### config.mk
export PLATFORM = sky130hd
export DESIGN_NAME = memctl
export DESIGN_NICKNAME = d
export VERILOG_FILES = /design/src/design/memctl_pkg.sv /design/src/design/memctl.sv
export SDC_FILE = /design/constraint.sdc
export NUM_CORES = 1
export LEC_CHECK = 0
export BUFFER_PORTS_ARGS = -buffer_cell sky130_fd_sc_hd__buf_2
export CORE_UTILIZATION = 25
export CTS_BUF_LIST = sky130_fd_sc_hd__clkbuf_8 sky130_fd_sc_hd__clkbuf_16
export CTS_CLUSTER_DIAMETER = 120
export DETAILED_ROUTE_END_ITERATION = 8
export PLACE_DENSITY = 0.45
export SYNTH_ARGS = -nofsm -noshare
export SYNTH_HDL_FRONTEND = slang
export SYNTH_SLANG_ARGS = --single-unit
### constraint.sdc
create_clock -name i_clk -period 4.2 [get_ports i_clk]
set_clock_uncertainty 0.2 [all_clocks]
set_input_delay 0.21 -clock i_clk [delete_from_list [all_inputs] [get_ports i_clk]]
set_output_delay 0.21 -clock i_clk [all_outputs]
set_load 0.01 [all_outputs]
### src/design/memctl_pkg.sv
// constants and types for the strobe-driving memory controller
// assumes a 125 MHz system clock and one module with two banks on the pins
package memctl_pkg;
    localparam int ROW_W = 11;
    localparam int COL_W = 9;
    localparam int DATA_W = 36;
    localparam int CLK_MHZ = 125;
    localparam int CLK_PS = 8000;
    localparam int T_INIT_NS = 300;
    localparam int T_RE_NS = 30;
    localparam int T_RP_NS = 20;
    localparam int T_AC_NS = 12;
    localparam int T_WR_NS = 12;
    localparam int T_SU_NS = 5;
    // least times round up
    localparam int INIT_CYC = (T_INIT_NS * 1000 + CLK_PS - 1) / CLK_PS;
    localparam int RE_CYC = (T_RE_NS * 1000 + CLK_PS - 1) / CLK_PS;
    localparam int RP_CYC = (T_RP_NS * 1000 + CLK_PS - 1) / CLK_PS;
    localparam int AC_CYC = (T_AC_NS * 1000 + CLK_PS - 1) / CLK_PS;
    localparam int WR_CYC = (T_WR_NS * 1000 + CLK_PS - 1) / CLK_PS;
    localparam int SU_CYC = (T_SU_NS * 1000 + CLK_PS - 1) / CLK_PS;
    localparam int INIT_REF = 8;
    localparam int INIT_RD = 2;
    localparam int CNT_W = 8;
    typedef enum logic [9:0] {
        ST_INIT   = 10'h001,
        ST_IDLE   = 10'h002,
        ST_SETUP  = 10'h004,
        ST_ROW    = 10'h008,
        ST_COL    = 10'h010,
        ST_WRITE  = 10'h020,
        ST_READ   = 10'h040,
        ST_PRECH  = 10'h080,
        ST_INITRD = 10'h100,
        ST_DONE   = 10'h200
    } state_t;
    typedef enum logic [1:0] {
        OP_READ = 2'h0,
        OP_WRITE = 2'h1,
        OP_REFRESH = 2'h2,
        OP_MASK = 2'h3
    } op_t;
endpackage

### src/design/memctl.sv
// controller driving a two-bank cached dram module through its strobe pins
// assumes the module follows strobe edges; read data pins are asynchronous
module memctl #(
    parameter int ROW_W = memctl_pkg::ROW_W,
    parameter int COL_W = memctl_pkg::COL_W,
    parameter int DATA_W = memctl_pkg::DATA_W
) (
    input wire logic i_clk,
    input wire logic i_rst_n,
    input wire logic i_req_valid,
    output logic o_req_ready,
    input wire logic [1:0] i_req_op,
    input wire logic i_req_bank,
    input wire logic [ROW_W-1:0] i_req_row,
    input wire logic [COL_W-1:0] i_req_col,
    input wire logic [DATA_W-1:0] i_req_wdata,
    output logic o_rsp_valid,
    output logic [DATA_W-1:0] o_rsp_rdata,
    output logic o_init_done,
    output logic [1:0] o_row_strobe_n,
    output logic o_col_strobe_n,
    output logic o_wr_rd,
    output logic o_refresh_n,
    output logic o_write_n,
    output logic o_gate_n,
    output logic [1:0] o_cs_n,
    output logic [ROW_W-1:0] o_mux_addr,
    input wire logic [DATA_W-1:0] i_dq,
    output logic [DATA_W-1:0] o_dq,
    output logic o_dq_oe
);
    if (ROW_W != memctl_pkg::ROW_W || COL_W > ROW_W ||
        DATA_W < 1) begin : g_bad_width
        $error("memctl: unsupported widths");
    end

    typedef struct packed {
        logic [1:0] rst_sync;
        memctl_pkg::state_t st;
        logic [memctl_pkg::CNT_W-1:0] cnt;
        logic [3:0] init_n;
        logic [1:0] op;
        logic bank;
        logic [ROW_W-1:0] row;
        logic [COL_W-1:0] col;
        logic [DATA_W-1:0] wdata;
        logic [1:0] open_valid;
        logic [ROW_W-1:0] open_row0;
        logic [ROW_W-1:0] open_row1;
        logic [1:0] re_n;
        logic cal_n;
        logic wr_rd;
        logic ref_n;
        logic we_n;
        logic g_n;
        logic [1:0] cs_n;
        logic [ROW_W-1:0] addr;
        logic [DATA_W-1:0] dq;
        logic dq_oe;
        logic rsp_valid;
        logic [DATA_W-1:0] rdata;
        logic done;
        logic [DATA_W-1:0] dq_s1;
        logic [DATA_W-1:0] dq_s2;
        logic [DATA_W-1:0] dq_s3;
    } state_reg_t;

    state_reg_t cur_ff;
    state_reg_t nxt_ff;
    logic rst_int_n;
    logic hit;

    assign rst_int_n = cur_ff.rst_sync[1];
    assign hit = cur_ff.bank ? (cur_ff.open_valid[1] &&
                                cur_ff.open_row1 == cur_ff.row)
                             : (cur_ff.open_valid[0] &&
                                cur_ff.open_row0 == cur_ff.row);

    always_comb begin
        nxt_ff = cur_ff;
        nxt_ff.rst_sync = {cur_ff.rst_sync[0], 1'b1};
        nxt_ff.rsp_valid = 1'b0;
        // data pins are asynchronous: third stage only counts once it agrees
        nxt_ff.dq_s1 = i_dq;
        nxt_ff.dq_s2 = cur_ff.dq_s1;
        nxt_ff.dq_s3 = cur_ff.dq_s2;
        if (cur_ff.cnt != '0)
            nxt_ff.cnt = cur_ff.cnt - 1'b1;
        case (cur_ff.st)
            memctl_pkg::ST_INIT: begin
                if (cur_ff.cnt == '0) begin
                    if (cur_ff.init_n < 4'(memctl_pkg::INIT_REF)) begin
                        nxt_ff.op = memctl_pkg::OP_REFRESH;
                        nxt_ff.bank = 1'b0;
                        nxt_ff.st = memctl_pkg::ST_SETUP;
                    end else begin
                        nxt_ff.op = memctl_pkg::OP_READ;
                        nxt_ff.bank = 1'b0;
                        nxt_ff.row = ROW_W'(cur_ff.init_n);
                        nxt_ff.col = '0;
                        nxt_ff.st = memctl_pkg::ST_SETUP;
                    end
                    nxt_ff.init_n = cur_ff.init_n + 1'b1;
                    nxt_ff.cnt = 8'(memctl_pkg::SU_CYC);
                    nxt_ff.cs_n = 2'h3;
                    nxt_ff.cs_n[0] = nxt_ff.op == memctl_pkg::OP_REFRESH;
                    nxt_ff.ref_n = nxt_ff.op != memctl_pkg::OP_REFRESH;
                    nxt_ff.wr_rd = 1'b0;
                    nxt_ff.addr = nxt_ff.row;
                end
            end
            memctl_pkg::ST_IDLE: begin
                nxt_ff.cs_n = 2'h3;
                nxt_ff.g_n = 1'b1;
                if (i_req_valid) begin
                    nxt_ff.op = i_req_op;
                    nxt_ff.bank = i_req_bank;
                    nxt_ff.row = i_req_row;
                    nxt_ff.col = i_req_col;
                    nxt_ff.wdata = i_req_wdata;
                    // refresh needs no bank selected
                    if (i_req_op != memctl_pkg::OP_REFRESH)
                        nxt_ff.cs_n[i_req_bank] = 1'b0;
                    nxt_ff.ref_n = i_req_op != memctl_pkg::OP_REFRESH;
                    nxt_ff.wr_rd = i_req_op != memctl_pkg::OP_READ;
                    nxt_ff.addr = i_req_row;
                    nxt_ff.cnt = 8'(memctl_pkg::SU_CYC);
                    nxt_ff.st = memctl_pkg::ST_SETUP;
                    if (i_req_op == memctl_pkg::OP_MASK) begin
                        nxt_ff.dq = i_req_wdata;
                        nxt_ff.dq_oe = 1'b1;
                    end
                end
            end
            memctl_pkg::ST_SETUP: begin
                if (cur_ff.cnt == '0) begin
                    if (cur_ff.op == memctl_pkg::OP_READ && hit &&
                        !(cur_ff.init_n <= 4'(memctl_pkg::INIT_REF +
                                             memctl_pkg::INIT_RD) &&
                          !cur_ff.done)) begin
                        nxt_ff.addr = ROW_W'(cur_ff.col);
                        nxt_ff.g_n = 1'b0;
                        nxt_ff.cnt = 8'(memctl_pkg::AC_CYC);
                        nxt_ff.st = memctl_pkg::ST_READ;
                    end else begin
                        // column strobe high here except refresh
                        nxt_ff.cal_n = cur_ff.op != memctl_pkg::OP_REFRESH;
                        nxt_ff.re_n[cur_ff.bank] = 1'b0;
                        nxt_ff.cnt = 8'(memctl_pkg::SU_CYC);
                        nxt_ff.st = memctl_pkg::ST_ROW;
                    end
                end
            end
            memctl_pkg::ST_ROW: begin
                if (cur_ff.cnt == '0) begin
                    nxt_ff.ref_n = 1'b1;
                    nxt_ff.wr_rd = 1'b0;
                    nxt_ff.dq_oe = 1'b0;
                    nxt_ff.addr = ROW_W'(cur_ff.col);
                    case (cur_ff.op)
                        memctl_pkg::OP_READ: begin
                            // writes and refresh leave the cache row alone
                            if (cur_ff.bank)
                                nxt_ff.open_row1 = cur_ff.row;
                            else
                                nxt_ff.open_row0 = cur_ff.row;
                            nxt_ff.open_valid[cur_ff.bank] = 1'b1;
                            nxt_ff.g_n = 1'b0;
                            nxt_ff.cnt = 8'(memctl_pkg::RE_CYC);
                            nxt_ff.st = memctl_pkg::ST_READ;
                        end
                        memctl_pkg::OP_WRITE: begin
                            nxt_ff.dq = cur_ff.wdata;
                            nxt_ff.dq_oe = 1'b1;
                            nxt_ff.cnt = 8'(memctl_pkg::SU_CYC);
                            nxt_ff.st = memctl_pkg::ST_COL;
                        end
                        default: begin
                            nxt_ff.cnt = 8'(memctl_pkg::RE_CYC);
                            nxt_ff.st = memctl_pkg::ST_PRECH;
                        end
                    endcase
                end
            end
            memctl_pkg::ST_COL: begin
                if (cur_ff.cnt == '0) begin
                    nxt_ff.cal_n = 1'b0; // column latched
                    nxt_ff.we_n = 1'b0;
                    nxt_ff.cnt = 8'(memctl_pkg::WR_CYC);
                    nxt_ff.st = memctl_pkg::ST_WRITE;
                end
            end
            memctl_pkg::ST_WRITE: begin
                if (cur_ff.cnt == '0) begin
                    nxt_ff.we_n = 1'b1;
                    nxt_ff.cal_n = 1'b1;
                    nxt_ff.dq_oe = 1'b0;
                    nxt_ff.cnt = 8'(memctl_pkg::RE_CYC);
                    nxt_ff.st = memctl_pkg::ST_PRECH;
                end
            end
            memctl_pkg::ST_READ: begin
                // row strobe rises early once the row sits in cache
                nxt_ff.re_n = 2'h3;
                // a hit is short: wait until the last two stages agree
                if (cur_ff.cnt == '0 && cur_ff.dq_s2 == cur_ff.dq_s3) begin
                    nxt_ff.rdata = cur_ff.dq_s3;
                    nxt_ff.g_n = 1'b1;
                    nxt_ff.rsp_valid = cur_ff.done;
                    nxt_ff.cnt = 8'(memctl_pkg::RP_CYC);
                    nxt_ff.st = memctl_pkg::ST_PRECH;
                end
            end
            memctl_pkg::ST_PRECH: begin
                nxt_ff.re_n = 2'h3;
                nxt_ff.cal_n = 1'b1;
                nxt_ff.ref_n = 1'b1;
                if (cur_ff.cnt == '0) begin
                    nxt_ff.cnt = 8'(memctl_pkg::RP_CYC);
                    nxt_ff.cs_n = 2'h3;
                    if (cur_ff.done)
                        nxt_ff.st = memctl_pkg::ST_IDLE;
                    else if (cur_ff.init_n >= 4'(memctl_pkg::INIT_REF +
                                                memctl_pkg::INIT_RD))
                        nxt_ff.st = memctl_pkg::ST_DONE;
                    else
                        nxt_ff.st = memctl_pkg::ST_INIT;
                end
            end
            memctl_pkg::ST_DONE: begin
                nxt_ff.done = 1'b1;
                nxt_ff.st = memctl_pkg::ST_IDLE;
            end
            default: nxt_ff.st = memctl_pkg::ST_IDLE;
        endcase
    end

    always_ff @(posedge i_clk or negedge i_rst_n) begin
        if (!i_rst_n) begin
            cur_ff <= '0;
            cur_ff.st <= memctl_pkg::ST_INIT;
            cur_ff.cnt <= 8'(memctl_pkg::INIT_CYC);
            cur_ff.re_n <= 2'h3;
            cur_ff.cal_n <= 1'b1;
            cur_ff.ref_n <= 1'b1;
            cur_ff.we_n <= 1'b1;
            cur_ff.g_n <= 1'b1;
            cur_ff.cs_n <= 2'h3;
        end else if (!rst_int_n) begin
            cur_ff.rst_sync <= nxt_ff.rst_sync;
        end else begin
            cur_ff <= nxt_ff;
        end
    end

    assign o_req_ready = cur_ff.st == memctl_pkg::ST_IDLE;
    assign o_rsp_valid = cur_ff.rsp_valid;
    assign o_rsp_rdata = cur_ff.rdata;
    assign o_init_done = cur_ff.done;
    assign o_row_strobe_n = cur_ff.re_n;
    assign o_col_strobe_n = cur_ff.cal_n;
    assign o_wr_rd = cur_ff.wr_rd;
    assign o_refresh_n = cur_ff.ref_n;
    assign o_write_n = cur_ff.we_n;
    assign o_gate_n = cur_ff.g_n;
    assign o_cs_n = cur_ff.cs_n;
    assign o_mux_addr = cur_ff.addr;
    assign o_dq = cur_ff.dq;
    assign o_dq_oe = cur_ff.dq_oe;
endmodule // memctl

== Word-level counts from Yosys, hierarchy flattened ==
Index checks and enable logic that the tools add are counted.

* Register bits: 310
* Bits of input ports: 98
* Output and inout port bits: 96
* Word-level logic and storage cells: 179

* Add/sub/neg operators: 2
* Order comparisons: 7
* Equal/unequal tests: 32
* Muxes and demuxes: 59
* Bitwise logic cells: 5
* Reductions and logical operators: 46

{| class="wikitable"
|+ Operator list
! kind !! number
|-
| $mux 37 || 4
|-
| $mux 18 || 7
|-
| $pmux 10 s8 || 1
|-
| $pmux 36 s2 || 1
|-
| $pmux 8 s8 || 1
|-
| $mux 59 || 1
|-
| $mux 50 || 1
|-
| $mux 48 || 1
|-
| $pmux 23 s2 || 1
|-
| $mux 45 || 1
|-
| $pmux 11 s4 || 1
|-
| $eq 36x36->1 || 1
|-
| $pmux 16 s2 || 1
|-
| $ne 2x2->1 const B || 15
|-
| $reduce_and 5->1 || 5
|-
| $eq 11x11->1 || 2
|-
| $mux 11 || 2
|-
| $mux 10 || 2
|-
| $mux 20 || 1
|-
| $reduce_and 4->1 || 5
|-
| $reduce_and 6->1 || 3
|-
| $reduce_bool 4->1 || 4
|-
| $mux 15 || 1
|-
| $mux 3 || 5
|-
| 45 further kinds || 84
|}

== Depth between registers and ports, before layout ==
* Depth in word-level cells: 9
* Depth in mapped cells: 11
* Gate-level depth less buffers: 10

== Worst setup path after synthesis ==
Ideal clock, no wire load.

* Path type: register -> register
* Start: reg cur_ff[290] (netlist name)
* End: reg cur_ff[290] (netlist name)
* Setup time: 126 ps
* Arrival time: 2669 ps
* Path slack: 1205 ps
* Cell stages (with the launch flop): 11
* Clock period less this slack: 2995 ps
* Path through: dfrtp_1 inv_1 ha_1 or4b_4 nor4_4 inv_1 clkbuf_1 ha_1 a311o_1 a211o_1 o32a_1

* Word-level cells in the longest chain between the ends: 4
* Elaborated cells between the ends (all ways): 14
* Those cells by class: add/sub: 1; mux: 10; reduce/logical: 3

{| class="wikitable"
|+ Ends and longest elaborated chain
! element !! line !! source
|-
| from (decl) || memctl.sv:68 || <nowiki>state_reg_t cur_ff;</nowiki>
|-
| from (signal assigned) || memctl.sv:252 || <nowiki>cur_ff <= nxt_ff;</nowiki>
|-
| $sub 8x1->8, or another cell as far along || memctl.sv:88 || <nowiki>nxt_ff.cnt = cur_ff.cnt - 1'b1;</nowiki>
|-
| $mux 8 / $logic_and 1x1->1 (equally long branches) || memctl.sv:87, memctl.sv:206 ||
|-
| $mux 18, or another cell as far along || memctl.sv:218 || <nowiki>if (cur_ff.cnt == '0) begin</nowiki>
|-
| $pmux 8 s8 (*) || memctl.sv:89 || <nowiki>case (cur_ff.st)</nowiki>
|}

Mark *: on every way between the ends. The rest lies on a longest branch, timed or not. The select of a mux whose other input is x is not followed.
A chain may end at the register's enable or synchronous reset.

== Worst setup path in the final report ==
* Start: reg cur_ff[290] (netlist name)
* End: reg cur_ff (netlist bit o_rsp_rdata[12])

* Word-level cells in the longest chain between the ends: 3

{| class="wikitable"
|+ Ends and longest elaborated chain
! element !! line !! source
|-
| $logic_not 8->1 || memctl.sv:206 || <nowiki>if (cur_ff.cnt == '0 && cur_ff.dq_s2 == cur_ff.dq_s3) begin</nowiki>
|-
| $logic_and 1x1->1 || memctl.sv:206 ||
|-
| $reduce_and 3->1 (no source line) || - ||
|}

No other way between the ends.

==> impl_metrics.ini <==
[drt]
num_vias = 9594
via_per_inst = 4.49
drc = 0
antenna_left = 0
drtIter0Drc = 560
wl_mm = 36.4
first_pass_iters = 5
route.detailed.wl_per_inst_um = 17.0

[yosys]
syn_avg_cell_area_sq_um = 12.8
yosysTopAreaCellShare = 0.508
yosys_warnings = 0
synth_edf_count = 0
synth_nets = 1241
synth.top_cells.by_area = dfrtp_1, mux2_2, buf_4
yosysSeqAreaShare = 0.530
ys_ff_latch = 309
netlist_area_sq_mm = 0.0146
synthTopCellsByCount = dfrtp_1, mux2_2, buf_4
yosysMostFrequentCell = dfrtp_1
ys_types = 75
netlist_instances = 1139
synth_top_cell_by_area = dfrtp_1
ys.flop_type = dfrtp_1
async_flop_share = 1.00

[cts]
cts_tree = done
clk_path_buf_depth = 3
clk_latency_ns = 0.54
clock-sinks = 309
clk_pin_slew_ns = 0.06
ctsHtreeMaxLevel = 2
numCtsBuffers = 39
cts_root_buffer = clkbuf_16

[global_routing]
gr-usage-met3 = 0.0354
grt_max_degree = 105
antenna_found_initial = 2
overflow = 0
track_usage = 0.124
grt_pass1_vias = 9841
grt.met1_usage = 0.163
grt_pass1_wl_mm = 58.0
use_met2 = 0.196
grt_most_used_layer = met2

[sta]
worst_pin_slew_ns = 1.03
drv_slew = 0
setup_viol = 0
fin_setup_tns_ns = 0
finalCriticalPeriod_ns = 3.62
rsz0062_at_grt = no
slew_headroom = 0.309
max_freq_ghz = 0.277
hold_viol = 0
finalCritPeriodShare = 0.861

[layout]
area_delta_synth_final_pct = 23.5
final_util = 0.313
fin_nets = 1448
fill_cells = 5873
layout-drive-gt1-share = 0.405

[pwr]
peakVddDrop_uv = 251
p_leak_nw = 8.46
powerDensity_mw_per_mm2 = 568

[worst_setup_path]
cp_max_fo = 37
endpoint_kind = flip-flop
critPathArrivalTime_ns = 3.83
path_class = reg -> reg
cp-start-kind = flip-flop
required_ns = 4.42

[floorplanning]
die_x_um = 244
die_h_um = 244
rows = 88
io_pins = 194
start_util = 0.253
dieArea_sq_mm = 0.0595
core_sq_mm = 0.0577

[placement]
post-dp-hpwl_mm = 24.1
io_buffers = 193
gp_congestion = 0.863

[run]
maxCapViolCount = 0

[status]
status = completed

[worst_hold_path]
hp-class = reg -> reg
[timing repair]
action	in CTS	in global routing
endpoints found under the setup margin	0	8
endpoints found under the hold margin	398	0
hold buffers	99	0
resized for setup	0	0
buffers inserted	0	2
[critical path, cell delays in order (launching register included)]
cell and delay, ns:
dfrtp_1 0.42, inv_1 0.10, ha_1 0.19, or4b_4 0.50
nor4_4 0.38, buf_4 0.21, nand3_4 0.08, nor4_4 0.40
nand2_4 0.50, mux2_4 0.48
[path summary, 6_finish.rpt]
path                                         start                     endpoint  slack, ns  depth (start not counted)
max                        cur_ff[290]$_DFFE_PN0P_  o_rsp_rdata[12]$_DFFE_PN0P_       0.58                          9
min                          cur_ff[308]$_DFF_PN0_        cur_ff[309]$_DFF_PN0_       0.14                          0
max reg2reg                cur_ff[290]$_DFFE_PN0P_  o_rsp_rdata[12]$_DFFE_PN0P_       0.58                          9
min reg2reg                  cur_ff[308]$_DFF_PN0_        cur_ff[309]$_DFF_PN0_       0.14                          0
max in group asynchronous                  i_rst_n  o_rsp_rdata[22]$_DFFE_PN0P_       2.25                          4
min in group asynchronous                  i_rst_n    o_mux_addr[5]$_DFFE_PN0P_       0.53                          3
[logic make-up after synthesis]
logic type / after synthesis / share of synthesized area
flops: 309 / 0.530
mux: 259 / 0.206
simple gates: 183 / 0.0708
buf+inv: 164 / 0.0689
compound gates: 154 / 0.0818
xor+xnor: 65 / 0.0389
fa+ha+maj: 4 / 0.00342
other cells: 1 / 0.000256
[final cells by class]
| type | instances | area, sq um | area share |
|---|---|---|---|
| antenna | 2 | 5.00 | 0.000277 |
| clock buffer | 52 | 1180 | 0.0652 |
| clock inverter | 14 | 68.8 | 0.00381 |
| inverter | 19 | 71.3 | 0.00395 |
| multi-input combinational | 666 | 5870 | 0.325 |
| sequential | 309 | 7750 | 0.429 |
| tap | 765 | 957 | 0.0530 |
| timing repair buffer | 311 | 2150 | 0.119 |
[per-layer routing]
layer	vias to the layer above	routed length [um]
met5	-	0
met4	0	796
met3	55	2190
met2	233	16800
met1	4849	16600
li1	4457	-
[sequential cells by signal, indices dropped and copies added, names as in the netlist, 2 cells and up]
| register | count |
|---|---|
| cur_ff | 214 |
| o_cs_n | 2 |
| o_dq | 36 |
| o_mux_addr | 11 |
| o_row_strobe_n | 2 |
| o_rsp_rdata | 36 |
[through the flow]
step           cell area, sq um  std cells  power (mW)  hold slack (ns)  setup WS [ns]
2_1_floorplan             14600       1139        6.30           -0.286           1.20
3_3_place_gp              15800       1969        6.97          -0.0209          0.426
3_5_place_dp              15800       1969        7.03          -0.0231          0.332
4_1_cts                   18000       2134        10.5            0.148          0.317
5_1_grt                   18000       2138        10.9            0.150          0.376
6_report                  18000       2138        10.2            0.145          0.585
[report_power, final]
part	switching, mW	internal [mW]	leakage, nW	total, mW
combinational	1.40	1.32	3.95	2.72
clock	1.30	1.95	0.644	3.24
sequential	0.566	3.71	3.87	4.28
[placed cells by master, fill, tap and decap left out, types with 3 or more instances in the layout]
master and n:
dfrtp_1 296, mux2_2 219, buf_2 192, dlygate4sd3_1 99, xor2_1 59, nand2_1 53, a22o_1 44, clkbuf_16 41
o21ai_0 33, mux2_4 29, inv_1 25, nor2_1 24, nor4_1 24, buf_4 16, nand3_1 15, a21oi_1 13
nor3_1 12, dfstp_2 12, a32o_1 11, mux2i_1 11, clkbuf_8 11, nand4_1 8, xnor2_1 6, nand2b_1 6
clkinv_2 6, a21o_1 5, or3_1 5, a222oi_1 5, and3_1 4, o41ai_1 4, a221o_1 4, ha_1 4
o31ai_1 3, nand4b_1 3, o211a_1 3, o21a_1 3, o211ai_1 3, a41oi_1 3, buf_12 3
No activity file was read; power rests on OpenSTA's default activity.
